### config.mk
export PLATFORM = sky130hd
export DESIGN_NAME = afh_fault_core
export DESIGN_NICKNAME = d
export VERILOG_FILES = /design/src/hw/afh_pkg.sv /design/src/hw/afh_ramp_if.sv /design/src/hw/afh_decel_ramp.sv /design/src/hw/afh_fault_core.sv
export SDC_FILE = /design/constraint.sdc
export NUM_CORES = 1
export LEC_CHECK = 0
export BUFFER_PORTS_ARGS = -buffer_cell sky130_fd_sc_hd__buf_4
export CAP_MARGIN = 20
export CORE_ASPECT_RATIO = 1.5
export CORE_MARGIN = 4
export CORE_UTILIZATION = 28
export CTS_BUF_LIST = sky130_fd_sc_hd__clkbuf_4 sky130_fd_sc_hd__clkbuf_8
export DETAILED_ROUTE_END_ITERATION = 12
export HOLD_SLACK_MARGIN = 0.05
export PLACE_DENSITY_LB_ADDON = 0.3
export SLEW_MARGIN = 20
export SYNTH_ARGS = -nofsm -noshare
export SYNTH_HDL_FRONTEND = slang
export SYNTH_SLANG_ARGS = --single-unit
### constraint.sdc
create_clock -name clock -period 2.95 [get_ports clock]
set_clock_uncertainty 0.1 [all_clocks]
set_input_delay 0 -clock clock [delete_from_list [all_inputs] [get_ports clock]]
set_output_delay 0 -clock clock [all_outputs]
set_load 0.02 [all_outputs]
### src/hw/afh_pkg.sv
package afh_pkg;
	// most severe action has the lowest code, so a minimum picks the winner
	typedef enum logic [1:0] {
		AFH_ACT_SHUTDOWN = 2'h0,
		AFH_ACT_DISABLE = 2'h1,
		AFH_ACT_STOP = 2'h2,
		AFH_ACT_STATUS = 2'h3
	} afh_action_e;
	localparam afh_action_e AFH_ACT_RESET = AFH_ACT_DISABLE;
	localparam int AFH_NFAULT = 8;
	localparam int AFH_SELW = 3;
	localparam int AFH_DW = 16;
	localparam int AFH_CNTW = 32;
	// fault indices
	localparam int AFH_F_DRIVE = 0;
	localparam int AFH_F_NOISE = 1;
	localparam int AFH_F_LOSS = 2;
	localparam int AFH_F_POSERR = 3;
	localparam int AFH_F_SOFTOT = 4;
	localparam int AFH_F_DRVTHERM = 5;
	localparam int AFH_F_MOTTHERM = 6;
	localparam int AFH_F_HARDOT = 7;
	// fault types present per axis flavour
	localparam logic [7:0] AFH_SUPPORT_ANALOG = 8'h1f;
	localparam logic [7:0] AFH_SUPPORT_NET = 8'hfe;
	typedef enum logic [4:0] {
		AFH_ST_RUN = 5'h01,
		AFH_ST_HALT = 5'h02,
		AFH_ST_HELD = 5'h04,
		AFH_ST_TSTOP = 5'h08,
		AFH_ST_OFF = 5'h10
	} afh_state_e;
endpackage

### src/hw/afh_ramp_if.sv
`timescale 1ns/1ps
`default_nettype none
interface afh_ramp_if #(parameter int W = 16);
	logic load;
	logic signed [W-1:0] velStart;
	logic signed [W-1:0] decel;
	logic signed [W-1:0] vel;
	logic stopped;
	modport ctrl(output load, output velStart, output decel,
		input vel, input stopped);
	modport ramp(input load, input velStart, input decel,
		output vel, output stopped);
endinterface
`default_nettype wire

### src/hw/afh_decel_ramp.sv
`timescale 1ns/1ps
`default_nettype none
module afh_decel_ramp #(parameter int W = 16) (
	input wire logic clock,
	input wire logic rst_b,
	afh_ramp_if.ramp rp
);
	import afh_pkg::*;
	logic signed [W-1:0] vel_reg;
	logic signed [W-1:0] vel_next;

	// decel is taken as a positive rate per update
	always_comb begin
		if (rp.load) begin
			vel_next = rp.velStart;
		end else if (vel_reg > rp.decel) begin
			vel_next = W'(vel_reg - rp.decel);
		end else if (vel_reg < -rp.decel) begin
			vel_next = W'(vel_reg + rp.decel);
		end else begin
			vel_next = '0;
		end
	end

	always_ff @(posedge clock or negedge rst_b) begin
		if (!rst_b) begin
			vel_reg <= '0;
		end else begin
			vel_reg <= vel_next;
		end
	end

	assign rp.vel = vel_reg;
	assign rp.stopped = (vel_reg == '0);
endmodule
`default_nettype wire

### src/hw/afh_fault_core.sv
// Summary of operation
// - each fault type has its own action: shutdown, disable, stop, status
// - shutdown drops servo loop and drive enable at once, zeroes amp
// - analog axis disable drive does the same immediate drop
// - networked disable drive brakes by stopping torque, ignores reference
// - torque stop ends at standstill or time limit, whichever first
// - stop motion ramps command to zero, enables stay on
// - after a stop-motion halt, moves are rejected until faults clear
// - status only just reports the fault, no automatic action
// - drive fault needs enabled input, servo axis; shutdown or disable
// - feedback noise raises a fault, any action allowed
// - feedback loss raises a fault, any action allowed
// - servo axis position error above tolerance raises a fault
// - soft overtravel faults only with soft limits enabled on servo axis
// - analog axis has five fault types, networked axis has seven
`timescale 1ns/1ps
`default_nettype none
module afh_fault_core #(
	parameter int W = afh_pkg::AFH_DW
) (
	input wire logic clock,
	input wire logic rst_b,
	input wire logic axisIsNet,
	input wire logic servoAxis,
	input wire logic driveFaultInEn,
	input wire logic softLimitEn,
	input wire logic [afh_pkg::AFH_NFAULT-1:0] faultPin,
	input wire logic signed [W-1:0] posError,
	input wire logic [W-1:0] posTolerance,
	input wire logic signed [W-1:0] fbVel,
	input wire logic [W-1:0] standstillTol,
	input wire logic signed [W-1:0] servoOut,
	input wire logic signed [W-1:0] stopTorque,
	input wire logic [afh_pkg::AFH_CNTW-1:0] stopTimeCycles,
	input wire logic signed [W-1:0] maxDecel,
	input wire logic faultClear,
	input wire logic cfgWrEn,
	input wire logic [afh_pkg::AFH_SELW-1:0] cfgSel,
	input wire afh_pkg::afh_action_e cfgWrData,
	input wire logic moveReq,
	input wire logic signed [W-1:0] moveVel,
	output logic servoEnable,
	output logic driveEnable,
	output logic signed [W-1:0] ampCmd,
	output logic signed [W-1:0] cmdVel,
	output logic moveAccepted,
	output logic moveRejected,
	output logic [afh_pkg::AFH_NFAULT-1:0] faultStatus,
	output afh_pkg::afh_action_e cfgRdData
);
	import afh_pkg::*;

	function automatic logic [W-1:0] magOf(input logic signed [W-1:0] v);
		magOf = v[W-1] ? W'(-v) : W'(v);
	endfunction

	afh_action_e act_reg [AFH_NFAULT];
	afh_action_e act_next [AFH_NFAULT];
	logic [AFH_NFAULT-1:0] meta_reg, sync_reg;
	logic [AFH_NFAULT-1:0] fault_reg, fault_next, det, support;
	afh_state_e state_reg, state_next;
	logic [AFH_CNTW-1:0] tcnt_reg, tcnt_next;
	logic servoEn_reg, servoEn_next, driveEn_reg, driveEn_next;
	logic signed [W-1:0] amp_reg, amp_next, vel_reg, vel_next;
	logic acc_reg, acc_next, rej_reg, rej_next;
	afh_action_e rd_reg, rd_next;
	afh_action_e sev;
	logic anyFault, standstill, tExpired, dropNow, torqueStop;

	afh_ramp_if #(.W(W)) rampBus();
	afh_decel_ramp #(.W(W)) uRamp(.clock(clock), .rst_b(rst_b),
		.rp(rampBus.ramp));

	// fault pins are asynchronous to the servo clock
	always_ff @(posedge clock or negedge rst_b) begin
		if (!rst_b) begin
			meta_reg <= '0;
			sync_reg <= '0;
		end else begin
			meta_reg <= faultPin;
			sync_reg <= meta_reg;
		end
	end

	// configuration store; drive fault forced to a drop action
	always_comb begin
		for (int i = 0; i < AFH_NFAULT; i++) begin
			act_next[i] = act_reg[i];
		end
		if (cfgWrEn) begin
			act_next[cfgSel] = cfgWrData;
			if (cfgSel == AFH_SELW'(AFH_F_DRIVE) && cfgWrData > AFH_ACT_DISABLE) begin
				act_next[cfgSel] = AFH_ACT_DISABLE;
			end
		end
		rd_next = act_next[cfgSel];
	end

	// detection and sticky latch; a new detection wins over a clear
	always_comb begin
		support = axisIsNet ? AFH_SUPPORT_NET : AFH_SUPPORT_ANALOG;
		det = sync_reg;
		det[AFH_F_DRIVE] = sync_reg[AFH_F_DRIVE] & driveFaultInEn
			& servoAxis;
		det[AFH_F_NOISE] = sync_reg[AFH_F_NOISE];
		det[AFH_F_LOSS] = sync_reg[AFH_F_LOSS];
		det[AFH_F_POSERR] = servoAxis & (magOf(posError) > posTolerance);
		det[AFH_F_SOFTOT] = sync_reg[AFH_F_SOFTOT] & softLimitEn
			& servoAxis;
		det[AFH_F_HARDOT] = sync_reg[AFH_F_HARDOT] & servoAxis;
		fault_next = (fault_reg & ~{AFH_NFAULT{faultClear}}) | (det & support);
	end

	// worst configured action among latched faults
	always_comb begin
		sev = AFH_ACT_STATUS;
		for (int i = 0; i < AFH_NFAULT; i++) begin
			if (fault_reg[i] && act_reg[i] < sev) begin
				sev = act_reg[i];
			end
		end
		anyFault = |fault_reg;
		standstill = magOf(fbVel) <= standstillTol;
		tExpired = tcnt_reg >= stopTimeCycles;
		// networked disable drive brakes first; analog drops at once
		torqueStop = anyFault && sev == AFH_ACT_DISABLE && axisIsNet;
		dropNow = anyFault && (sev == AFH_ACT_SHUTDOWN ||
			(sev == AFH_ACT_DISABLE && !axisIsNet));
	end

	always_comb begin
		state_next = state_reg;
		tcnt_next = '0;
		rampBus.load = 1'b0;
		rampBus.velStart = vel_reg;
		rampBus.decel = maxDecel;
		unique case (state_reg)
			AFH_ST_RUN, AFH_ST_HALT, AFH_ST_HELD: begin
				if (dropNow) begin
					state_next = AFH_ST_OFF;
				end else if (torqueStop) begin
					state_next = AFH_ST_TSTOP;
				end else if (state_reg == AFH_ST_RUN) begin
					// status only leaves the axis running
					if (anyFault && sev == AFH_ACT_STOP) begin
						state_next = AFH_ST_HALT;
						rampBus.load = 1'b1;
					end
				end else if (state_reg == AFH_ST_HALT) begin
					if (rampBus.stopped) begin
						state_next = AFH_ST_HELD;
					end
				end else if (!anyFault) begin
					state_next = AFH_ST_RUN;
				end
			end
			AFH_ST_TSTOP: begin
				tcnt_next = AFH_CNTW'(tcnt_reg + 1'b1);
				if (dropNow || standstill || tExpired) begin
					state_next = AFH_ST_OFF;
				end
			end
			AFH_ST_OFF: begin
				if (!anyFault) begin
					state_next = AFH_ST_RUN;
				end
			end
			default: begin
				state_next = AFH_ST_OFF;
			end
		endcase
	end

	// outputs follow the next state so a drop takes effect on the same edge
	always_comb begin
		servoEn_next = state_next != AFH_ST_OFF;
		driveEn_next = state_next != AFH_ST_OFF;
		amp_next = servoOut;
		vel_next = vel_reg;
		acc_next = 1'b0;
		rej_next = 1'b0;
		unique case (state_next)
			AFH_ST_RUN: begin
				acc_next = moveReq;
				if (moveReq) begin
					vel_next = moveVel;
				end
			end
			AFH_ST_HALT: begin
				rej_next = moveReq;
				vel_next = rampBus.load ? vel_reg : rampBus.vel;
			end
			AFH_ST_TSTOP: begin
				// brake against motion, command reference ignored
				rej_next = moveReq;
				vel_next = '0;
				amp_next = fbVel[W-1] ? stopTorque : W'(-stopTorque);
			end
			default: begin
				rej_next = moveReq;
				vel_next = '0;
				if (state_next == AFH_ST_OFF) begin
					amp_next = '0;
				end
			end
		endcase
	end

	always_ff @(posedge clock or negedge rst_b) begin
		if (!rst_b) begin
			for (int i = 0; i < AFH_NFAULT; i++) begin
				act_reg[i] <= AFH_ACT_RESET;
			end
			fault_reg <= '0;
			state_reg <= AFH_ST_RUN;
			tcnt_reg <= '0;
			servoEn_reg <= 1'b0;
			driveEn_reg <= 1'b0;
			amp_reg <= '0;
			vel_reg <= '0;
			acc_reg <= 1'b0;
			rej_reg <= 1'b0;
			rd_reg <= AFH_ACT_RESET;
		end else begin
			act_reg <= act_next;
			fault_reg <= fault_next;
			state_reg <= state_next;
			tcnt_reg <= tcnt_next;
			servoEn_reg <= servoEn_next;
			driveEn_reg <= driveEn_next;
			amp_reg <= amp_next;
			vel_reg <= vel_next;
			acc_reg <= acc_next;
			rej_reg <= rej_next;
			rd_reg <= rd_next;
		end
	end

	assign servoEnable = servoEn_reg;
	assign driveEnable = driveEn_reg;
	assign ampCmd = amp_reg;
	assign cmdVel = vel_reg;
	assign moveAccepted = acc_reg;
	assign moveRejected = rej_reg;
	assign faultStatus = fault_reg;
	assign cfgRdData = rd_reg;
endmodule
`default_nettype wire

==> metrics.md, run 1 <==
| Metric | Value |
|---|---|
| Fin Setup TNS | `-462 ps` |
| Die area | `between 0.04 and 0.05 mm²` |
| Fillers | `3,567` |
| Mux contribution to synthesized area | `~2.9%` |
| Hold Crit Class | `in2async` |
| Via/cell ratio | `approximately 4.9` |
| Critical path data required time | `roughly 3200 ps` |
| Post-synth cell types | `75` |
| Unrepaired setup endpoints after global routing | `yes` |
| Initial antenna violation count | `1` |
| Number of synthesized flops with an enable pin | `0` |
| R2R depth | `10` |
| Post-synth ARST share | `100%` |
| Cell Area, Synth | `around 0.010 mm²` |
| Initial Util | `between 20% and 30%` |
| Clock sinks | `~130` |
| Failing checks | `setup timing` |
| Commonest cells in the netlist | `122 x inv_1, 118 x dfrtp_1, 115 x ha_1` |
| Internal power | `between 5 and 6 mW` |
| Net Switching | `approximately 3.6 mW` |
| Finished Layout Cells | `2,138` |
| PwrDens | `606 mW/mm²` |
| Post-synthesis sequential area ratio | `between 30% and 40%` |
| DIE WIDTH | `between 150 and 200 µm` |
| P&R area growth vs syn | `49.0%` |
| CP Max Fanout | `7` |
| Warnings from Yosys | `0` |
| Clk slew on worst S/H paths | `roughly 70 ps` |
| Worst Max-Slew Pin Slew | `approximately 810 ps` |
| Fmax | `around 0.33 GHz` |
| Setup CP Type | `reg2reg` |
| GP Congestion | `0.889` |
| Total Nets Final | `a little under 2k` |
| Share of layout cells above drive strength 1 | `31.0%` |
| CP startpoint kind | `flip-flop` |
| Switching share of total power | `~38%` |
| Largest net degree at the start of global routing | `81` |
| Num CTS Buffers | `17` |
| Post-DR wirelength/cell | `approximately 17 µm` |
| Fin crit share | `103%` |
| CTS Buffer Depth | `2` |
| Gr ovfl total | `0` |
| Core area | `about 0.037 mm²` |
| Met3 Resource Use GR | `2.97%` |
| Finish-stage setup viols | `11` |
| Chip height | `~240 µm` |
| GR Util met2 | `between 30 and 40%` |
| Seq cells post-synth | `128` |
| First-pass GRT wire length | `56.8 mm` |
| Detailed-router iteration count before antenna repair | `4` |
| Xor/xnor share of the synthesized area | `6.73%` |
| Max Slew Vio Count | `0` |
| Slew HR | `between 40% and 50%` |
| Most frequent cell after synthesis | `inv_1` |
| Setup ws final | `-78.4 ps` |
| Number of global-route vias before repair | `around 11k` |
| GR peak layer | `met2` |
| Post-Synth Simple-Gate Area | `roughly a fifth` |
| Area contributors post-synth | `dfrtp_1 28%, ha_1 14%, xnor2_1 5.3%, inv_1 4.4%, a21oi_1 3.7%` |
| HPWL after DPL | `approximately 29 mm` |
| Compound-gate portion of the synthesized area | `between 15 and 20%` |
| Clock share of power | `about a fifth` |
| Yosys top cell by area | `dfrtp_1` |
| Clock tree root driver cell | `clkbuf_8` |
| Maximum VDD drop | `roughly 0.36 mV` |
| Cells after DPL | `about 2.0k` |
| IO Pins | `between 200 and 250` |
| Crit end category | `flip-flop` |
| Dominant synthesized flop cell | `dfrtp_1` |
| Area share of fa/ha/maj cells after synthesis | `14.2%` |
| Status | `complete, but fails checks` |
| WP data arrival | `between 3000 and 4000 ps` |
| DR iter-0 viols | `between 300 and 400` |
| Post-Syn Instances | `1,203` |
| Comb power frac | `a little under three fifths` |
| Synth top area share | `approximately 28%` |
| Num rows | `86` |
| Worst R2R Setup Slack | `-80 ps` |
| RR Startpoint | `uRamp.rp.vel[2]$_DFF_PN0_` |
| Residual DRC | `0` |
| CTS tree | `built` |
| Crit path time final | `about 3000 ps` |
| Largest family of logic cells by synthesized area | `compound AO/OA/AOI/OAI gates` |
| PortBufs | `~230` |
| Post-route ant nets | `0` |
| Overall global routing resource usage | `approximately 18%` |
| Worst-Skew Late Latency | `approximately 460 ps` |
| Max FFs per register | `32` |
| Fin. Hold Viols | `0` |
| Via count | `roughly 10k` |
| Flop pwr share | `23.5%` |
| Met1 Usage GRT | `19.7%` |
| Reg2Reg Capture Point | `uRamp.rp.vel[2]$_DFF_PN0_` |
| Syn nets | `1,502` |
| Maxcap violations | `0` |
| Syn avg cell area | `slightly below 9 µm²` |
| Leakage | `roughly 7.4 nW` |
| Final WL | `around 36 mm` |
| H-tree levels | `4` |
## power groups by stage
stage | sequential, mW | clock (mW) | combinational (mW)
global placement | 2.21 | 0 | 4.36
finish | 2.21 | 1.88 | 5.32
detailed placement | 2.21 | 0 | 4.40
global route | 2.22 | 2.02 | 5.76
floorplan | 2.20 | 0 | 2.56
CTS | 2.18 | 1.94 | 4.92
## cell usage in the layout (no fill, tap or decap), types with 11 or more instances in the layout
master	count
a21o_1	26
a21oi_1	69
and3_1	18
buf_4	352
clkbuf_8	20
dfrtp_1	114
dlygate4sd3_1	92
ha_1	101
ha_4	12
inv_1	120
mux2_2	17
nand2_1	65
nand2b_1	26
nand3_1	26
nand4_1	24
nor2_1	93
nor2b_1	37
nor3_1	23
nor4_1	13
o21a_1	27
o21ai_0	49
o21ai_1	14
o2bb2ai_1	17
o31ai_1	11
or3_1	11
xnor2_1	63
xor2_1	17
## metal layers
layer	vias up	share of wire, %
met5	-	0
met4	0	4.1
met3	72	4.3
met2	273	53
met1	4979	39
li1	5155	-
## through the flow
stage	power (mW)	hold slack (ps)	setup slack, ps	util (%)	cell area (µm²)
6_report	9.41	48.6	-78.4	42.3	15500
5_1_grt	10.0	90.3	-199	42.3	15500
3_3_place_gp	6.57	6.95	-324	36.9	13500
3_5_place_dp	6.61	7.24	-435	36.9	13500
2_1_floorplan	4.76	-396	-141	-	10500
4_1_cts	9.04	55.7	-114	41.3	15200
## worst max-delay path by stage
| stage | start | to | slack [ps] | cells after the start |
|---|---|---|---|---|
| floorplan | fbVel[4] | ampCmd[10]$_DFF_PN0_ | -140 | 14 |
| global placement | maxDecel[5] | uRamp.rp.vel[9]$_DFF_PN0_ | -320 | 19 |
| detailed placement | maxDecel[5] | uRamp.rp.vel[11]$_DFF_PN0_ | -430 | 20 |
| CTS | uRamp.rp.vel[8]$_DFF_PN0_ | uRamp.rp.vel[9]$_DFF_PN0_ | -110 | 11 |
| global route | uRamp.rp.vel[2]$_DFF_PN0_ | uRamp.rp.vel[9]$_DFF_PN0_ | -200 | 10 |
| finish | uRamp.rp.vel[2]$_DFF_PN0_ | uRamp.rp.vel[2]$_DFF_PN0_ | -80 | 10 |
## kinds of logic after synthesis
| kind of cell | after synthesis |
|---|---|
| simple gates | 382 |
| flops | 128 |
| mux | 24 |
| xor+xnor | 80 |
| fa+ha+maj | 117 |
| buf+inv | 160 |
| compound gates | 312 |
## worst max-delay path: stages, from the launching register on
cell and delay (ps):
dfrtp_1 430, ha_2 420, nand3_1 190, o41ai_4 450, nor4bb_4 90, buf_4 150, or3_4 430, buf_4 180
a221oi_2 250, nor3_1 80, a21o_1 150
## timing repair
action,in CTS,in global routing
pin swaps,16,29
gates cloned,0,0
buffers inserted,12,10
endpoints found under the setup margin,15,41
hold endpoints to repair,198,0
hold buffers,92,0
gates resized for setup,35,51
## final cells by class
class                   count  area, µm²  area share (%)
clock buffers              24        305            1.97
diodes                      1       2.50          0.0161
inverters                 122        458            2.95
well taps                 484        606            3.90
flip-flops and latches    128       3220            20.8
multi-input cells         915       7000            45.1
repair buffers            456       3750            24.2
clock inverters             8        176            1.14
Note: power is estimated with default switching activity, not from simulation.
==> run 2: changes to the inputs <==
Clock period 2.95 ns to 3 ns, I/O delays scaled along.
==> run 2 against run 1 <==
The run still ends with setup timing left. Combinational power is 9.2% lower. Register-to-register slack got worse by 40 ps. Routed wire length down 0.84%. Via count grew 0.26%. Utilization is 0.23 points lower. Global-route usage down 0.46 points. Sequential power about the same. Count of clock-buffer cells in the layout is 3 lower. Critical path type unchanged.
==> metrics.md, run 2 (same netlist as run 1, synthesis figures left out) <==
| Metric | Value |
|---|---|
| Status | `complete, but fails checks` |
| Failing checks | `setup timing` |
| Setup CP Type | `reg2reg` |
| Clock tree root driver cell | `clkbuf_8` |
| Slowest CP cell | `o41ai_4` |
| Die area | `0.0404 mm² (unchanged)` |
| CP Max Fanout | `7 (unchanged)` |
| H-tree levels | `4 (unchanged)` |
| CTS Buffer Depth | `2 (unchanged)` |
| Setup ws final | `-120 ps (-41.2 ps)` |
| Critical path data required time | `3240 ps (+50 ps)` |
| Slew HR | `60.9% (+15 points)` |
| GP Congestion | `0.882 (-0.84%)` |
| Most frequent cells in the layout | `337 x buf_4, 121 x inv_1, 113 x dfrtp_1, 107 x ha_1, 94 x nor2_1` |
| CP startpoint kind | `flip-flop` |
| IO Pins | `228 (unchanged)` |
| Crit path time final | `3120 ps (+91.2 ps)` |
| Initial antenna violation count | `0 (-1)` |
| Initial Util | `28.4% (unchanged)` |
| Most common cell after layout, fill and taps aside | `buf_4` |
| Clock sinks | `128 (unchanged)` |
| PwrDens | `562 mW/mm² (-7.3%)` |
| Finish-stage setup viols | `13 (+2)` |
| WP data arrival | `3360 ps (+90 ps)` |
| Delay-heaviest family, CP | `compound AO/OA/AOI/OAI gates` |
| Hold Crit Class | `in2reg` |
| Fin. Hold Viols | `0 (unchanged)` |
| Number of buffers and inverters on the critical path | `1 (-1)` |
| P&R area growth vs syn | `48.2%` |
| Antenna diodes | `0 (-1)` |
| Fin crit share | `104% (+1.3 points)` |
| Max Slew Vio Count | `0 (unchanged)` |
| Leakage | `7.33 nW (-0.48%)` |
| Number of global-route vias before repair | `10.8k (-1.2%)` |
| Crit end category | `flip-flop` |
| Unrepaired setup endpoints after global routing | `yes` |
| Maxcap violations | `0 (unchanged)` |
| Chip height | `244 µm (unchanged)` |
| Core area | `0.0367 mm² (unchanged)` |
| Largest net degree at the start of global routing | `56 (-31%)` |
| Final WL | `36.1 mm (-0.84%)` |
| Pwr Total | `8.68 mW (-7.8%)` |
| DIE WIDTH | `165 µm (unchanged)` |
| Worst-Skew Late Latency | `460 ps (about the same)` |
| Overall global routing resource usage | `17.2% (-0.46 points)` |
| HPWL after DPL | `28.0 mm (-2.1%)` |
| Detailed-router iteration count before antenna repair | `6 (+2)` |
| Cells after DPL | `1,986 (-0.35%)` |
| Num CTS Buffers | `17 (unchanged)` |
| Total Nets Final | `1,927 (-0.62%)` |
| Post-route ant nets | `0 (unchanged)` |
| Fmax | `0.321 GHz (-2.9%)` |
| Maximum VDD drop | `0.339 mV (-7.0%)` |
| Gr ovfl total | `0 (unchanged)` |
| DR iter-0 viols | `282 (-26%)` |
| Fillers | `3,597 (+0.84%)` |
| Crit-path cells | `ha_4 -> and4_4 -> nand4_1 -> o41ai_4 -> a21oi_2 -> or3_4 -> buf_12 -> a221oi_2 -> a21oi_1 -> mux2_2` |
| CTS tree | `built` |
| Post-DR wirelength/cell | `17.0 µm (-0.24%)` |
| First-pass GRT wire length | `55.2 mm (-2.8%)` |
| Max FFs per register | `32 (unchanged)` |
| Worst Max-Slew Pin Slew | `582 ps (-224 ps)` |
| Clk slew on worst S/H paths | `80 ps (about the same)` |
| Worst slack, placed | `-378 ps (+56.5 ps)` |
| Residual DRC | `0 (unchanged)` |
| CP peak stage delay | `510 ps (+60 ps)` |
| Via count | `10.5k (+0.26%)` |
| Finished Layout Cells | `2,125 (-0.61%)` |
| Share of layout cells above drive strength 1 | `30.6% (-0.44 points)` |
| Num rows | `86 (unchanged)` |
| PortBufs | `226 (unchanged)` |
| Via/cell ratio | `4.94 (+0.87%)` |
[run 2: layout make-up]
| class | instances | area (µm²) | share of cell area, % |
|---|---|---|---|
| clock inverter | 11 | 154 | 0.997 |
| tap | 484 | 606 | 3.92 |
| multi-input combinational | 916 | 7010 | 45.4 |
| sequential | 128 | 3220 | 20.9 |
| inverter | 122 | 460 | 2.98 |
| timing repair buffer | 443 | 3690 | 23.9 |
| clock buffer | 21 | 283 | 1.83 |
[run 2: worst reg2reg max path: cells and delay by family (launching register included)]
family	cells	cell delay (ps)
compound gates	4	870
simple gates	3	860
flops	1	460
fa+ha+maj	1	300
mux	1	260
buf+inv	1	170
[run 2: through the flow]
step / area, µm² / utilization (%) / setup TNS, ps / hold slack [ps]
after floorplan: 10500 / - / -886 / -396
after global placement: 13500 / 36.8 / -7480 / -66.2
after detailed placement: 13500 / 36.8 / -10670 / -65.5
after CTS: 15000 / 40.8 / -17.7 / 63.1
after global routing: 15400 / 42.1 / -2530 / 84.6
final: 15400 / 42.1 / -810 / 110
[run 2: what timing repair did]
action	in CTS	in global routing
pin swaps	3	32
gates cloned	0	3
setup endpoints to repair	6	32
gates resized for setup	13	68
buffers inserted	3	7
hold buffers	94	0
endpoints found under the hold margin	188	0
[run 2: worst paths after layout]
kind	startpoint	endpoint	slack (ps)	cells past startpoint
worst min-delay path	faultPin[4]	meta_reg[4]$_DFF_PN0_	110	2
worst min register to register	meta_reg[7]$_DFF_PN0_	sync_reg[7]$_DFF_PN0_	250	0
max in group asynchronous	rst_b	uRamp.rp.vel[2]$_DFF_PN0_	1920	4
min in group asynchronous	rst_b	state_reg[0]$_DFF_PN1_	540	3
worst max register to register	uRamp.rp.vel[9]$_DFF_PN0_	uRamp.rp.vel[9]$_DFF_PN0_	-120	10
worst max-delay path	uRamp.rp.vel[9]$_DFF_PN0_	uRamp.rp.vel[9]$_DFF_PN0_	-120	10
[run 2: metal layers]
layer / GRT usage [%] / part of all wire (%) / routed length [µm]
met5: 0 / 0 / 0
met1: 19.3 / 39 / 14100
met4: 7.11 / 4.0 / 1450
met3: 3.24 / 4.7 / 1700
met2: 31.5 / 52 / 18800
[run 2: power by group]
group | internal, mW | switching [mW]
Sequential | 1.95 | 0.223
Combinational | 2.39 | 2.43
Clock | 0.904 | 0.769
Total | 5.25 | 3.43
